==> config.mk <==
export PLATFORM = sky130hd
export DESIGN_NAME = iev_top
export DESIGN_NICKNAME = d
export VERILOG_FILES = /design/src/rtl/iev_pkg.sv /design/src/rtl/iev_top.sv /design/src/rtl/iev_watch.sv
export SDC_FILE = /design/constraint.sdc
export NUM_CORES = 1
export LEC_CHECK = 0
export ABC_AREA = 1
export ABC_CLOCK_PERIOD_IN_PS = 5650
export BUFFER_PORTS_ARGS = -buffer_cell sky130_fd_sc_hd__buf_2
export CAP_MARGIN = 20
export CORE_UTILIZATION = 45
export DETAILED_ROUTE_END_ITERATION = 10
export GPL_TIMING_DRIVEN = 0
export PLACE_DENSITY = 0.75
export SLEW_MARGIN = 30
export SYNTH_ARGS = -nofsm -noshare
export SYNTH_HDL_FRONTEND = slang
export SYNTH_SLANG_ARGS = --single-unit
==> constraint.sdc <==
create_clock -name pclk -period 5.65 [get_ports pclk]
set_input_delay 0.2825 -clock pclk [delete_from_list [all_inputs] [get_ports pclk]]
set_output_delay 0.2825 -clock pclk [all_outputs]
set_load 0.1 [all_outputs]
==> src/rtl/iev_pkg.sv <==
// Package of constants for the two-wire controller event block
// ============================================================
package iev_pkg;
	// ============================================================
	// Bus geometry
	localparam int IEV_AW = 8;
	localparam int IEV_DW = 32;
	localparam int IEV_NFLAG = 7;

	// ============================================================
	// Register byte offsets
	localparam logic [IEV_AW-1:0] OFS_OWN = 8'h00;
	localparam logic [IEV_AW-1:0] OFS_IEN = 8'h04;
	localparam logic [IEV_AW-1:0] OFS_STAT = 8'h08;
	localparam logic [IEV_AW-1:0] OFS_RXH = 8'h18;
	localparam logic [IEV_AW-1:0] OFS_TXH = 8'h20;
	localparam logic [IEV_AW-1:0] OFS_MODE = 8'h24;
	localparam logic [IEV_AW-1:0] OFS_ISR = 8'h28;
	localparam logic [IEV_AW-1:0] OFS_EMODE = 8'h2c;
	localparam logic [IEV_AW-1:0] OFS_PFUNC = 8'h48;
	localparam logic [IEV_AW-1:0] OFS_PDIR = 8'h4c;
	localparam logic [IEV_AW-1:0] OFS_PDIN = 8'h50;
	localparam logic [IEV_AW-1:0] OFS_PDOUT = 8'h54;

	// ============================================================
	// Status flag positions; the source code of a flag is its index plus one
	localparam int FL_AL = 0;
	localparam int FL_NACK = 1;
	localparam int FL_REG_ACCESS_READY_FLAG = 2;
	localparam int FL_RRDY = 3;
	localparam int FL_XRDY = 4;
	localparam int FL_SCD = 5;
	localparam int FL_AAS = 6;
	// Flags that a source read leaves alone
	localparam logic [IEV_NFLAG-1:0] W1C_ONLY = 7'h1c;

	// ============================================================
	// Field positions
	localparam int MODE_RUN_BIT = 5;
	localparam int EMODE_TSEL_BIT = 0;
	localparam int PFUNC_GPIO_BIT = 0;
	localparam int PIN_SCL = 0;
	localparam int PIN_SDA = 1;

	// ============================================================
	// Reset values
	localparam logic [6:0] OWN_RST = 7'h00;
	localparam logic [IEV_NFLAG-1:0] IEN_RST = 7'h00;
	localparam logic [IEV_NFLAG-1:0] FLAGS_RST = 7'h00;
	localparam logic TSEL_RST = 1'b1;
	localparam logic [1:0] PIN_RST = 2'h0;
endpackage

==> src/rtl/iev_top.sv <==
// Event generation for a two-wire controller: flags, source arbiter, DMA, pins
//
// The register offsets and the APB slave port were decided locally.
`timescale 1ns/10ps
`default_nettype none
module iev_top (
	input wire logic pclk,
	input wire logic presetn,
	input wire logic pce,
	input wire logic psel,
	input wire logic penable,
	input wire logic pwrite,
	input wire logic [iev_pkg::IEV_AW-1:0] paddr,
	input wire logic [iev_pkg::IEV_DW-1:0] pwdata,
	output logic [iev_pkg::IEV_DW-1:0] prdata,
	output logic pready,
	output logic pslverr,
	input wire logic sda_in,
	input wire logic scl_in,
	output logic sda_out,
	output logic sda_oe_n,
	output logic scl_out,
	output logic scl_oe_n,
	input wire logic core_tx_copy,
	input wire logic core_rx_copy,
	input wire logic core_access_done,
	input wire logic core_ctl_tx,
	input wire logic core_nack,
	input wire logic core_arb_lost,
	input wire logic core_sda_low,
	input wire logic core_scl_low,
	output logic [7:0] tx_shift_data,
	output logic module_run_bit,
	output logic tgt_tx_mode,
	output logic irq,
	output logic rx_dma_request,
	output logic tx_dma_request
);
	import iev_pkg::*;

	// ============================================================
	// Line watcher
	logic w_sda, w_scl, w_start, w_stop, w_hit, w_rw, w_gc;
	logic w_done, w_ack, w_nack;
	logic [7:0] w_byte;
	logic [6:0] own_ff;

	iev_watch u_watch (
		.pclk(pclk),
		.presetn(presetn),
		.pce(pce),
		.sda_pin(sda_in),
		.scl_pin(scl_in),
		.own_addr(own_ff),
		.sda_lvl(w_sda),
		.scl_lvl(w_scl),
		.start_p(w_start),
		.stop_p(w_stop),
		.addr_hit_p(w_hit),
		.addr_rw(w_rw),
		.gen_call(w_gc),
		.byte_done_p(w_done),
		.ack_p(w_ack),
		.nack_p(w_nack),
		.rx_byte(w_byte)
	);

	// ============================================================
	// Bus slave and configuration
	logic [IEV_NFLAG-1:0] ien_ff, nxt_ien;
	logic [6:0] nxt_own;
	logic [7:0] txh_ff, nxt_txh;
	logic run_ff, nxt_run, tsel_ff, nxt_tsel, gpio_ff, nxt_gpio;
	logic [1:0] pdir_ff, nxt_pdir, pdout_ff, nxt_pdout;
	logic pready_ff, nxt_pready, perr_ff, nxt_perr;
	logic [IEV_DW-1:0] prdata_ff, nxt_prdata;
	logic [IEV_NFLAG-1:0] flags_ff;
	logic [7:0] rxh_ff;
	logic [2:0] isr_ff;
	logic acc, wr, rd, mapped;
	logic [IEV_DW-1:0] rval;

	// One wait state so read data can come straight from a flop
	always_comb begin
		acc = psel & penable & pready_ff;
		wr = acc & pwrite;
		rd = acc & ~pwrite;
		mapped = 1'b1;
		rval = '0;
		case (paddr)
			OFS_OWN: rval[6:0] = own_ff;
			OFS_IEN: rval[IEV_NFLAG-1:0] = ien_ff;
			OFS_STAT: rval[IEV_NFLAG-1:0] = flags_ff;
			OFS_RXH: rval[7:0] = rxh_ff;
			OFS_TXH: rval[7:0] = txh_ff;
			OFS_MODE: rval[MODE_RUN_BIT] = run_ff;
			OFS_ISR: rval[2:0] = isr_ff;
			OFS_EMODE: rval[EMODE_TSEL_BIT] = tsel_ff;
			OFS_PFUNC: rval[PFUNC_GPIO_BIT] = gpio_ff;
			OFS_PDIR: rval[1:0] = pdir_ff;
			OFS_PDIN: rval[1:0] = {w_sda, w_scl};
			OFS_PDOUT: rval[1:0] = pdout_ff;
			default: mapped = 1'b0;
		endcase
		nxt_pready = psel & penable & ~pready_ff;
		nxt_prdata = (nxt_pready & ~pwrite) ? rval : '0;
		nxt_perr = nxt_pready & ~mapped;
		nxt_own = own_ff;
		nxt_ien = ien_ff;
		nxt_txh = txh_ff;
		nxt_run = run_ff;
		nxt_tsel = tsel_ff;
		nxt_gpio = gpio_ff;
		nxt_pdir = pdir_ff;
		nxt_pdout = pdout_ff;
		if (wr) begin
			case (paddr)
				OFS_OWN: nxt_own = pwdata[6:0];
				OFS_IEN: nxt_ien = pwdata[IEV_NFLAG-1:0];
				OFS_TXH: nxt_txh = pwdata[7:0];
				OFS_MODE: nxt_run = pwdata[MODE_RUN_BIT];
				OFS_EMODE: nxt_tsel = pwdata[EMODE_TSEL_BIT];
				OFS_PFUNC: nxt_gpio = pwdata[PFUNC_GPIO_BIT];
				OFS_PDIR: nxt_pdir = pwdata[1:0];
				OFS_PDOUT: nxt_pdout = pwdata[1:0];
				default: nxt_run = run_ff;
			endcase
		end
	end

	always_ff @(posedge pclk or negedge presetn) begin
		if (!presetn) begin
			own_ff <= OWN_RST;
			ien_ff <= IEN_RST;
			txh_ff <= 8'h00;
			run_ff <= 1'b0;
			tsel_ff <= TSEL_RST;
			gpio_ff <= 1'b0;
			pdir_ff <= PIN_RST;
			pdout_ff <= PIN_RST;
			pready_ff <= 1'b0;
			prdata_ff <= '0;
			perr_ff <= 1'b0;
		end else if (pce) begin
			own_ff <= nxt_own;
			ien_ff <= nxt_ien;
			txh_ff <= nxt_txh;
			run_ff <= nxt_run;
			tsel_ff <= nxt_tsel;
			gpio_ff <= nxt_gpio;
			pdir_ff <= nxt_pdir;
			pdout_ff <= nxt_pdout;
			pready_ff <= nxt_pready;
			prdata_ff <= nxt_prdata;
			perr_ff <= nxt_perr;
		end
	end

	// ============================================================
	// Events, flags and source arbiter
	logic [IEV_NFLAG-1:0] nxt_flags, fset, fclr, pend;
	logic [7:0] nxt_rxh, txs_ff, nxt_txs;
	logic [2:0] nxt_isr;
	logic tgt_tx_ff, nxt_tgt_tx, tgt_rx_ff, nxt_tgt_rx;
	logic irq_ff, nxt_irq, rxd_ff, nxt_rxd, txd_ff, nxt_txd;
	logic own_read, tcopy, tx_move, rx_move;

	always_comb begin
		own_read = w_hit & w_rw & ~w_gc;
		// Target-transmitter entered on own address with read, left on stop,
		// restart, refused byte or lost arbitration
		nxt_tgt_tx = tgt_tx_ff;
		if (!run_ff || w_start || w_stop || core_arb_lost || (tgt_tx_ff && w_nack))
			nxt_tgt_tx = 1'b0;
		else if (own_read)
			nxt_tgt_tx = 1'b1;
		// Arbitration loss leaves the block listening as target-receiver
		nxt_tgt_rx = tgt_rx_ff;
		if (!run_ff || w_start || w_stop)
			nxt_tgt_rx = 1'b0;
		else if (core_arb_lost || (w_hit && !w_rw))
			nxt_tgt_rx = 1'b1;
		// Timing bit only consulted while target-transmitter
		tcopy = own_read
			| (tgt_tx_ff & (tsel_ff ? w_done
			: w_ack));
		tx_move = run_ff & (core_tx_copy | tcopy);
		rx_move = run_ff & (core_rx_copy | (tgt_rx_ff & w_done));
		nxt_txs = tx_move ? txh_ff : txs_ff;
		nxt_rxh = rx_move ? w_byte : rxh_ff;
		fset = '0;
		fset[FL_AL] = core_arb_lost;
		fset[FL_NACK] = core_nack & core_ctl_tx;
		fset[FL_REG_ACCESS_READY_FLAG] = core_access_done;
		fset[FL_RRDY] = rx_move;
		fset[FL_XRDY] = tx_move;
		fset[FL_SCD] = w_stop;
		fset[FL_AAS] = w_hit;
		// Write one clears any flag; a source read clears only the others
		fclr = (wr && paddr == OFS_STAT) ? pwdata[IEV_NFLAG-1:0] : '0;
		// Clear the code the read returned, even if a newer flag has since won
		if (rd && paddr == OFS_ISR && prdata_ff[2:0] != 3'h0)
			fclr[prdata_ff[2:0] - 3'h1] = ~W1C_ONLY[prdata_ff[2:0] - 3'h1];
		// A same-cycle event beats the clear so nothing is lost
		nxt_flags = run_ff ? ((flags_ff & ~fclr) | fset) : FLAGS_RST;
		pend = nxt_flags & ien_ff;
		nxt_isr = 3'h0;
		for (int i = IEV_NFLAG - 1; i >= 0; i--) begin
			if (pend[i])
				nxt_isr = 3'(i + 1);
		end
		nxt_irq = |pend;
		// Single pulse per word keeps DMA counts exact
		nxt_rxd = rx_move;
		nxt_txd = tx_move;
	end

	always_ff @(posedge pclk or negedge presetn) begin
		if (!presetn) begin
			flags_ff <= FLAGS_RST;
			rxh_ff <= 8'h00;
			txs_ff <= 8'h00;
			isr_ff <= 3'h0;
			tgt_tx_ff <= 1'b0;
			tgt_rx_ff <= 1'b0;
			irq_ff <= 1'b0;
			rxd_ff <= 1'b0;
			txd_ff <= 1'b0;
		end else if (pce) begin
			flags_ff <= nxt_flags;
			rxh_ff <= nxt_rxh;
			txs_ff <= nxt_txs;
			isr_ff <= nxt_isr;
			tgt_tx_ff <= nxt_tgt_tx;
			tgt_rx_ff <= nxt_tgt_rx;
			irq_ff <= nxt_irq;
			rxd_ff <= nxt_rxd;
			txd_ff <= nxt_txd;
		end
	end

	// ============================================================
	// Pin drivers; open drain so only low is ever driven in bus mode
	logic sda_o_ff, nxt_sda_o, sda_oe_ff, nxt_sda_oe;
	logic scl_o_ff, nxt_scl_o, scl_oe_ff, nxt_scl_oe;

	// GPIO takes the pins only while the module is held in reset
	always_comb begin
		nxt_sda_o = 1'b0;
		nxt_scl_o = 1'b0;
		nxt_sda_oe = 1'b1;
		nxt_scl_oe = 1'b1;
		if (run_ff) begin
			nxt_sda_oe = ~core_sda_low;
			nxt_scl_oe = ~core_scl_low;
		end else if (gpio_ff) begin
			nxt_sda_o = pdout_ff[PIN_SDA];
			nxt_scl_o = pdout_ff[PIN_SCL];
			nxt_sda_oe = ~pdir_ff[PIN_SDA];
			nxt_scl_oe = ~pdir_ff[PIN_SCL];
		end
	end

	always_ff @(posedge pclk or negedge presetn) begin
		if (!presetn) begin
			sda_o_ff <= 1'b0;
			scl_o_ff <= 1'b0;
			sda_oe_ff <= 1'b1;
			scl_oe_ff <= 1'b1;
		end else if (pce) begin
			sda_o_ff <= nxt_sda_o;
			scl_o_ff <= nxt_scl_o;
			sda_oe_ff <= nxt_sda_oe;
			scl_oe_ff <= nxt_scl_oe;
		end
	end

	// ============================================================
	// Outputs, all from flops
	assign prdata = prdata_ff;
	assign pready = pready_ff;
	assign pslverr = perr_ff;
	assign sda_out = sda_o_ff;
	assign sda_oe_n = sda_oe_ff;
	assign scl_out = scl_o_ff;
	assign scl_oe_n = scl_oe_ff;
	assign tx_shift_data = txs_ff;
	assign module_run_bit = run_ff;
	assign tgt_tx_mode = tgt_tx_ff;
	assign irq = irq_ff;
	assign rx_dma_request = rxd_ff;
	assign tx_dma_request = txd_ff;
endmodule // iev_top
`default_nettype wire

==> src/rtl/iev_watch.sv <==
// Line watcher: pin synchronisers, start/stop, byte and acknowledge decode
`timescale 1ns/10ps
`default_nettype none
module iev_watch (
	input wire logic pclk,
	input wire logic presetn,
	input wire logic pce,
	input wire logic sda_pin,
	input wire logic scl_pin,
	input wire logic [6:0] own_addr,
	output logic sda_lvl,
	output logic scl_lvl,
	output logic start_p,
	output logic stop_p,
	output logic addr_hit_p,
	output logic addr_rw,
	output logic gen_call,
	output logic byte_done_p,
	output logic ack_p,
	output logic nack_p,
	output logic [7:0] rx_byte
);
	import iev_pkg::*;

	// ============================================================
	// Synchronisers, one per pin; stage one feeds stage two only
	logic [1:0] s1_ff;
	logic [1:0] s2_ff;
	logic [1:0] raw;
	assign raw[PIN_SCL] = scl_pin;
	assign raw[PIN_SDA] = sda_pin;
	genvar gi;
	generate
		for (gi = 0; gi < 2; gi++) begin : g_sync
			always_ff @(posedge pclk or negedge presetn) begin
				if (!presetn) begin
					s1_ff[gi] <= 1'b1;
					s2_ff[gi] <= 1'b1;
				end else if (pce) begin
					s1_ff[gi] <= raw[gi];
					s2_ff[gi] <= s1_ff[gi];
				end
			end
		end
	endgenerate

	// ============================================================
	// Line decode
	logic [1:0] prev_ff, nxt_prev;
	logic [3:0] bcnt_ff, nxt_bcnt;
	logic [7:0] sh_ff, nxt_sh;
	logic aph_ff, nxt_aph;
	logic start_ff, nxt_start, stop_ff, nxt_stop;
	logic hit_ff, nxt_hit, rw_ff, nxt_rw, gc_ff, nxt_gc;
	logic done_ff, nxt_done, ack_ff, nxt_ack, nack_ff, nxt_nack;
	logic scl_rise, st_cond, sp_cond;
	logic [7:0] shifted;

	// Start and stop only count while the clock line is high
	always_comb begin
		scl_rise = s2_ff[PIN_SCL] & ~prev_ff[PIN_SCL];
		st_cond = s2_ff[PIN_SCL] & prev_ff[PIN_SCL] & prev_ff[PIN_SDA] & ~s2_ff[PIN_SDA];
		sp_cond = s2_ff[PIN_SCL] & prev_ff[PIN_SCL] & ~prev_ff[PIN_SDA] & s2_ff[PIN_SDA];
		shifted = {sh_ff[6:0], s2_ff[PIN_SDA]};
		nxt_prev = s2_ff;
		nxt_bcnt = bcnt_ff;
		nxt_sh = sh_ff;
		nxt_aph = aph_ff;
		nxt_start = st_cond;
		nxt_stop = sp_cond;
		nxt_hit = 1'b0;
		nxt_rw = rw_ff;
		nxt_gc = gc_ff;
		nxt_done = 1'b0;
		nxt_ack = 1'b0;
		nxt_nack = 1'b0;
		if (st_cond) begin
			nxt_bcnt = 4'h0;
			nxt_aph = 1'b1;
		end else if (sp_cond) begin
			nxt_bcnt = 4'h0;
			nxt_aph = 1'b0;
		end else if (scl_rise) begin
			if (bcnt_ff < 4'h8) begin
				nxt_sh = shifted;
				nxt_bcnt = bcnt_ff + 4'h1;
				if (bcnt_ff == 4'h7) begin
					if (aph_ff) begin
						nxt_rw = shifted[0];
						nxt_gc = (shifted[7:1] == 7'h00);
						nxt_hit = (shifted[7:1] == own_addr) || nxt_gc;
					end else begin
						nxt_done = 1'b1;
					end
				end
			end else begin
				// Ninth clock: acknowledge slot
				nxt_bcnt = 4'h0;
				nxt_aph = 1'b0;
				nxt_ack = ~aph_ff & ~s2_ff[PIN_SDA];
				nxt_nack = ~aph_ff & s2_ff[PIN_SDA];
			end
		end
	end

	always_ff @(posedge pclk or negedge presetn) begin
		if (!presetn) begin
			prev_ff <= 2'h3;
			bcnt_ff <= 4'h0;
			sh_ff <= 8'h00;
			aph_ff <= 1'b0;
			start_ff <= 1'b0;
			stop_ff <= 1'b0;
			hit_ff <= 1'b0;
			rw_ff <= 1'b0;
			gc_ff <= 1'b0;
			done_ff <= 1'b0;
			ack_ff <= 1'b0;
			nack_ff <= 1'b0;
		end else if (pce) begin
			prev_ff <= nxt_prev;
			bcnt_ff <= nxt_bcnt;
			sh_ff <= nxt_sh;
			aph_ff <= nxt_aph;
			start_ff <= nxt_start;
			stop_ff <= nxt_stop;
			hit_ff <= nxt_hit;
			rw_ff <= nxt_rw;
			gc_ff <= nxt_gc;
			done_ff <= nxt_done;
			ack_ff <= nxt_ack;
			nack_ff <= nxt_nack;
		end
	end

	assign sda_lvl = prev_ff[PIN_SDA];
	assign scl_lvl = prev_ff[PIN_SCL];
	assign start_p = start_ff;
	assign stop_p = stop_ff;
	assign addr_hit_p = hit_ff;
	assign addr_rw = rw_ff;
	assign gen_call = gc_ff;
	assign byte_done_p = done_ff;
	assign ack_p = ack_ff;
	assign nack_p = nack_ff;
	assign rx_byte = sh_ff;
endmodule // iev_watch
`default_nettype wire

# Word-level counts from Yosys, hierarchy flattened
# Memories as Yosys holds them, arrays and structs flattened.
# Cells that the tools add are included.
[word_totals]
romBits = 8
reg_bits = 125
mem_count = 1
output_inout_bits = 51
[memory_table]
columns = ["memory", "depth", "word_bits", "read_ports", "rd_ports_with_merged_regs", "write_ports", "line_no", "rtl"]
rows = [
  ["(name not given)", 8, 1, 1, 0, 0, "iev_top.sv:203", "fclr[prdata_ff[2:0] - 3'h1] = ~W1C_ONLY[prdata_ff[2:0] - 3'h1];"],
]
[classes]
n_addsub = 2
n_bitwise = 44
n_lt_le_gt_ge = 3
eq_ne = 14
muxes = 64
n_reduce_logical = 38
[ops]
columns = ["operator", "count"]
rows = [
  ["1-bit 2-to-1 mux", 40],
  ["8-bit by 6-bit == test with 1-bit output (second input constant)", 4],
  ["8-bit by 7-bit == test with 1-bit output (second input constant)", 4],
  ["3-bit AND reduction", 9],
  ["1-bit bitwise AND", 22],
  ["3-bit 2-to-1 mux", 7],
  ["7-bit 2-to-1 mux", 3],
  ["4-bit 2-to-1 mux", 4],
  ["1-bit inverter", 15],
  ["7-bit bitwise AND", 2],
  ["1-bit case mux with 6 select lines", 2],
  ["12-bit OR reduction", 1],
  ["1-bit case mux with 11 select lines", 1],
  ["2-bit case mux with 5 select lines", 1],
  ["2-bit AND reduction", 5],
  ["1-bit case mux with 9 select lines", 1],
  ["8-bit by 3-bit == test with 1-bit output (second input constant)", 1],
  ["8-bit by 4-bit == test with 1-bit output (second input constant)", 1],
  ["8-bit by 5-bit == test with 1-bit output (second input constant)", 1],
  ["8-bit logical NOT", 1],
  ["8-bit 2-to-1 mux", 1],
  ["7-bit bitwise mux", 1],
  ["7-bit == test", 1],
  ["7-bit logical NOT", 1],
  ["21 further kinds", 36],
]

# Depth between registers and ports, before layout
[logic_depth]
word_depth = 19
depth_mapped = 18
mapped_depth_nobuf = 18

# Modules after synthesis
# A second synthesis with hierarchy kept.
[hier_totals]
cells_unflattened = 671
hier_area_um2 = 5301.3
[by_module_without_submodules]
columns = ["module", "instances", "area_each_um2", "seq_area_each_um2", "cells_per_inst"]
rows = [
  ["iev_top", 1, 3921.3, 1855.5, 504],
  ["iev_watch", 1, 1380.1, 683.2, 167],
]

# Least setup slack after synthesis
# Ideal clock, no wire load.
[synth_timing]
kind = "reg-to-reg"
startpoint = "reg prdata_ff[0], in the netlist prdata[0]"
endpoint = "reg isr_ff[1]"
path_slack_ns = 3.083
synth_period_minus_slack_ns = 2.567
stages_incl_launch_ff = 17
t_arrival_ns = 2.447
setup_ns = 0.120
n_path_buf = 0
path_cell_list = "dfrtp_1 -> inv_1 -> ha_1 -> inv_1 -> nand2_1 -> nand2_1 -> nand2_1 -> o21ai_1 -> nand3_1 -> nand3_1 -> nand2_1 -> nand3_1 -> o21ai_1 -> inv_1 -> nor2_1 -> o21ai_1 -> nand2_1"
[synth_via]
elab_chain_cells = 19
elab_cells_between_ends = 25
cone_classes = "add/sub: 1; order compare: 2; mux: 13; bitwise: 5; reduce/logical: 3; memory: 1"
[synth_rtl]
columns = ["element", "line_no", "rtl"]
rows = [
  ["start, declared", "iev_top.sv:76", "logic [IEV_DW-1:0] prdata_ff, nxt_prdata;"],
  ["start signal, assigned", "iev_top.sv:154", "prdata_ff <= nxt_prdata;"],
  ["3-bit by 1-bit subtractor with 3-bit output", "iev_top.sv:203", ""],
  ["3-bit by 4-bit less-than comparator with 1-bit output (implied by the code) or 3-bit by 1-bit >= comparator with 1-bit output (tied branches)", "iev_top.sv:203", ""],
  ["1-bit logical AND (implied by the code)", "iev_top.sv:203", ""],
  ["1-bit 2-to-1 mux (implied by the code)", "iev_top.sv:203", ""],
  ["1-bit demux with 3-bit select", "iev_top.sv:203", ""],
  ["7-bit bitwise mux", "iev_top.sv:203", ""],
  ["7-bit 2-to-1 mux (*)", "iev_top.sv:202", "if (rd && paddr == OFS_ISR && prdata_ff[2:0] != 3'h0)"],
  ["7-bit inverter (*)", "iev_top.sv:205", "nxt_flags = run_ff ? ((flags_ff & ~fclr) | fset) : FLAGS_RST;"],
  ["7-bit bitwise AND (*)", "iev_top.sv:205", ""],
  ["7-bit OR (*)", "iev_top.sv:205", ""],
  ["7-bit 2-to-1 mux (*)", "iev_top.sv:205", ""],
  ["7-bit bitwise AND (*)", "iev_top.sv:206", "pend = nxt_flags & ien_ff;"],
  ["3-bit 2-to-1 mux (6 in a row)", "iev_top.sv:209", "if (pend[i])"],
  ["3-bit 2-to-1 mux (*)", "iev_top.sv:209", ""],
  ["end signal, assigned", "iev_top.sv:233", "isr_ff <= nxt_isr;"],
  ["end, declared", "iev_top.sv:79", "logic [2:0] isr_ff;"],
]
# Mark *: on every way between the ends. The rest lies on a longest branch, timed or not. The select of a mux whose other input is x is not followed.
# A chain may end at the register's enable or synchronous reset.

# Worst setup path in the final report
# Same ends and word-level chain as after synthesis.

==> impl_metrics.json <==
{
  "syn-cell-area_sq_um": 5160,
  "fmax_ghz": 0.439,
  "r2r-start": "prdata[0]$_DFFE_PN0P_",
  "rows": 38,
  "path_class": "flop to flop",
  "start_util": 0.468,
  "die_h_microns": 109,
  "htreeDepth": 3,
  "gp_congestion": 0.899,
  "ys_types": 43,
  "core_area_sq_um": 11000,
  "cts_made_buffers": 9,
  "finalPower_uw": 1720,
  "dr.pass1.iters": 5,
  "synthCells": 642,
  "wl_per_cell_microns": 15.2,
  "grt_pass1_vias": 4467,
  "dp_hpwl_microns": 10300,
  "critPathTopFamily": "simple AND/OR/NAND/NOR gates",
  "ys_seq_area_frac": 0.492,
  "rsz0062_at_grt": "no",
  "num_io_pins": 107,
  "fin_crit_sh": 0.403,
  "slew_headroom": 0.564,
  "end_kind": "flop",
  "synth-edff-count": 0,
  "fin_tns_setup_ns": 0,
  "portBuffers": 58,
  "grt_pass1_wl_microns": 21500,
  "mostFrequentLayoutCell": "nand2_1",
  "cts.sinks": 101,
  "slowest_delay_ns": 0.45,
  "yosys_most_used_dff": "dfrtp_1",
  "antenna_found_initial": 0,
  "wirelength_microns": 13400,
  "syn2layout_area_growth_pct": 16.9,
  "dr_total_vias": 4604,
  "power_density_nw_per_um2": 285,
  "min_from": "sda_in",
  "fillers": 1046,
  "die_area_sq_um": 11900,
  "grtUsageTotal": 0.242,
  "layout_common_cells": "nand2_1 (169), dfrtp_1 (92), inv_1 (81)",
  "synth_seq_cells": 101,
  "cts_repair_resize_count": 0,
  "hold_viol": 0,
  "cp_slowest_cell": "dfrtp_1",
  "crit_path_max_fanout": 7,
  "synth_top_area_frac": 0.446,
  "clock_latency_ns": 0.34,
  "min_path_type": "primary input to flop",
  "ys_warn_count": 0,
  "clock-root-buffer": "clkbuf_16",
  "worstMarginPinSlew_ns": 0.654,
  "post-cts-setup-buffers": 0,
  "critPathLaunch": "prdata[0]$_DFFE_PN0P_",
  "async_flop_share": 1.00,
  "drc": 0,
  "leakagePower_uw": 0.00306,
  "ir_drop_mv": 0.193,
  "clkTransAtPathRegs_ns": 0.07,
  "fp.dieW_microns": 109,
  "cp_cell_sequence": "inv_1, ha_1, inv_1, nand2_1, nand2_1, nand2_1, o21ai_1, nand3_1, nand3_1, nand2_1, nand3_1, o21ai_1, inv_1, nor2_1, o21ai_1, nand2_1",
  "outcome": "completed",
  "skew_ns": 0.00398,
  "diodes": 0,
  "critPathLaunchType": "flop",
  "fin_nets": 796,
  "cts_tree": "yes",
  "clockBufferDepth": 2,
  "path_buf_inv": 3,
  "grt_max_degree": 58,
  "drv_cap": 0,
  "overflow": 0,
  "viasPerCell": 5.23,
  "yosys-top-cells-area": "dfrtp_1 (45%), nand2_1 (12%), o21ai_0 (6.7%)",
  "crit_arrival_ns": 2.51,
  "drive_gt1_frac": 0.185,
  "setup_viol": 0,
  "syn_avg_cell_area_sq_um": 8.05,
  "drt_iter0_drc": 353,
  "drtAntennaViolNets": 0,
  "worst_ep_required_time_ns": 5.88,
  "yosysTopAreaCell": "dfrtp_1",
  "utilization": 0.548,
  "cp_common_cell": "nand2_1",
  "finalMaxSlewViolations": 0,
  "fin_crit_ns": 2.28
}
## cell usage after synthesis, types with 2 or more instances
cell and count:
a211oi_1 3, a21oi_1 18, a221oi_1 3, a31oi_1 3, buf_2 6, buf_4 24, clkbuf_1 8, dfrtp_1 92
dfstp_2 9, ha_1 4, inv_1 81, inv_2 6, nand2_1 169, nand2_2 4, nand2_4 3, nand3_1 22
nand4_1 8, nor2_1 38, nor2_4 5, nor3_1 10, nor4_1 2, o2111ai_1 3, o21ai_0 69, o21ai_1 17
o21ai_2 2, o21bai_1 2, o22ai_1 10, o31ai_1 2, o41ai_1 2, xor2_1 4
## per-layer routing
metal	part of all wire	global-route usage
met2	0.48	0.401
met3	0.075	0.0460
met4	0.025	0.0994
met1	0.42	0.309
met5	0	0
## timing repair
| item | 4_1_cts | 5_1_grt |
|---|---|---|
| setup endpoints to repair | 0 | 0 |
| hold buffers | 1 | 0 |
| endpoints found under the hold margin | 50 | 0 |
## through the flow
step                setup slack [ns]  std cells  hold WS [ns]  cell area [sq um]
floorplan                       3.08        665       -0.0131               5250
global placement                3.28        863         0.438               5720
detailed placement              3.48        864         0.286               5750
CTS                             3.45        881         0.127               6040
global route                    3.23        881         0.142               6040
finish                          3.37        881         0.132               6040
## power breakdown
| group | switching [uW] | internal (uW) |
|---|---|---|
| Clock | 261 | 321 |
| Sequential | 58.5 | 786 |
| Combinational | 212 | 80.4 |
| Total | 531 | 1190 |
## path summary, 6_finish.rpt
kind                                              endpoint  slack [ns]  depth (start not counted)
hold / removal                u_watch.s1_ff[1]$_DFFE_PN1P_        0.13                          3
setup / recovery                     isr_ff[1]$_DFFE_PN0P_        3.37                         16
max in group asynchronous              tsel_ff$_DFFE_PN1P_        4.51                          3
setup reg to reg                     isr_ff[1]$_DFFE_PN0P_        3.37                         16
hold reg to reg            u_watch.byte_done_p$_DFFE_PN0P_        0.46                          1
min in group asynchronous   u_watch.rx_byte[4]$_DFFE_PN0P_        0.47                          2
## flip-flops by register name (all words and copies together), names as in the netlist, 2 cells and up
signal            count
pdout_ff              2
isr_ff                3
u_watch.prev_ff       2
flags_ff              7
own_ff                7
u_watch.s1_ff         2
u_watch.bcnt_ff       4
u_watch.rx_byte       8
rxh_ff                8
u_watch.nxt_prev      2
txh_ff                8
ien_ff                7
prdata                8
pdir_ff               2
tx_shift_data         8
## worst reg2reg max path, cell delays in order, from the launching register on
cell and delay [ns]:
dfrtp_1 0.45, inv_1 0.13, ha_1 0.23, inv_1 0.06
nand2_1 0.04, nand2_1 0.16, nand2_1 0.11, o21ai_1 0.12
nand3_1 0.13, nand3_1 0.08, nand2_1 0.07, nand3_1 0.10
o21ai_1 0.15, inv_1 0.09, nor2_1 0.04, o21ai_1 0.14
nand2_1 0.07
## logic make-up (layout without fill, tap and decap cells)
| kind of cell | after synthesis | after routing | share of synthesized area |
|---|---|---|---|
| simple gates | 267 | 267 | 0.229 |
| compound gates | 138 | 138 | 0.150 |
| buf+inv | 126 | 202 | 0.110 |
| flops | 101 | 101 | 0.492 |
| xor+xnor | 5 | 5 | 0.00848 |
| fa+ha+maj | 4 | 4 | 0.00969 |
| other cells | 1 | 24 | 0.000726 |
## layout make-up
cell class | instances | area, sq um | area share
Inverter | 87 | 327 | 0.0541
Multi-Input combinational cell | 438 | 2140 | 0.355
Timing Repair Buffer | 60 | 334 | 0.0553
Clock buffer | 12 | 256 | 0.0425
Clock inverter | 4 | 22.5 | 0.00373
Tap cell | 140 | 175 | 0.0290
Buffer | 39 | 244 | 0.0404
Sequential cell | 101 | 2540 | 0.420
Note: power is estimated with default switching activity, not from simulation.
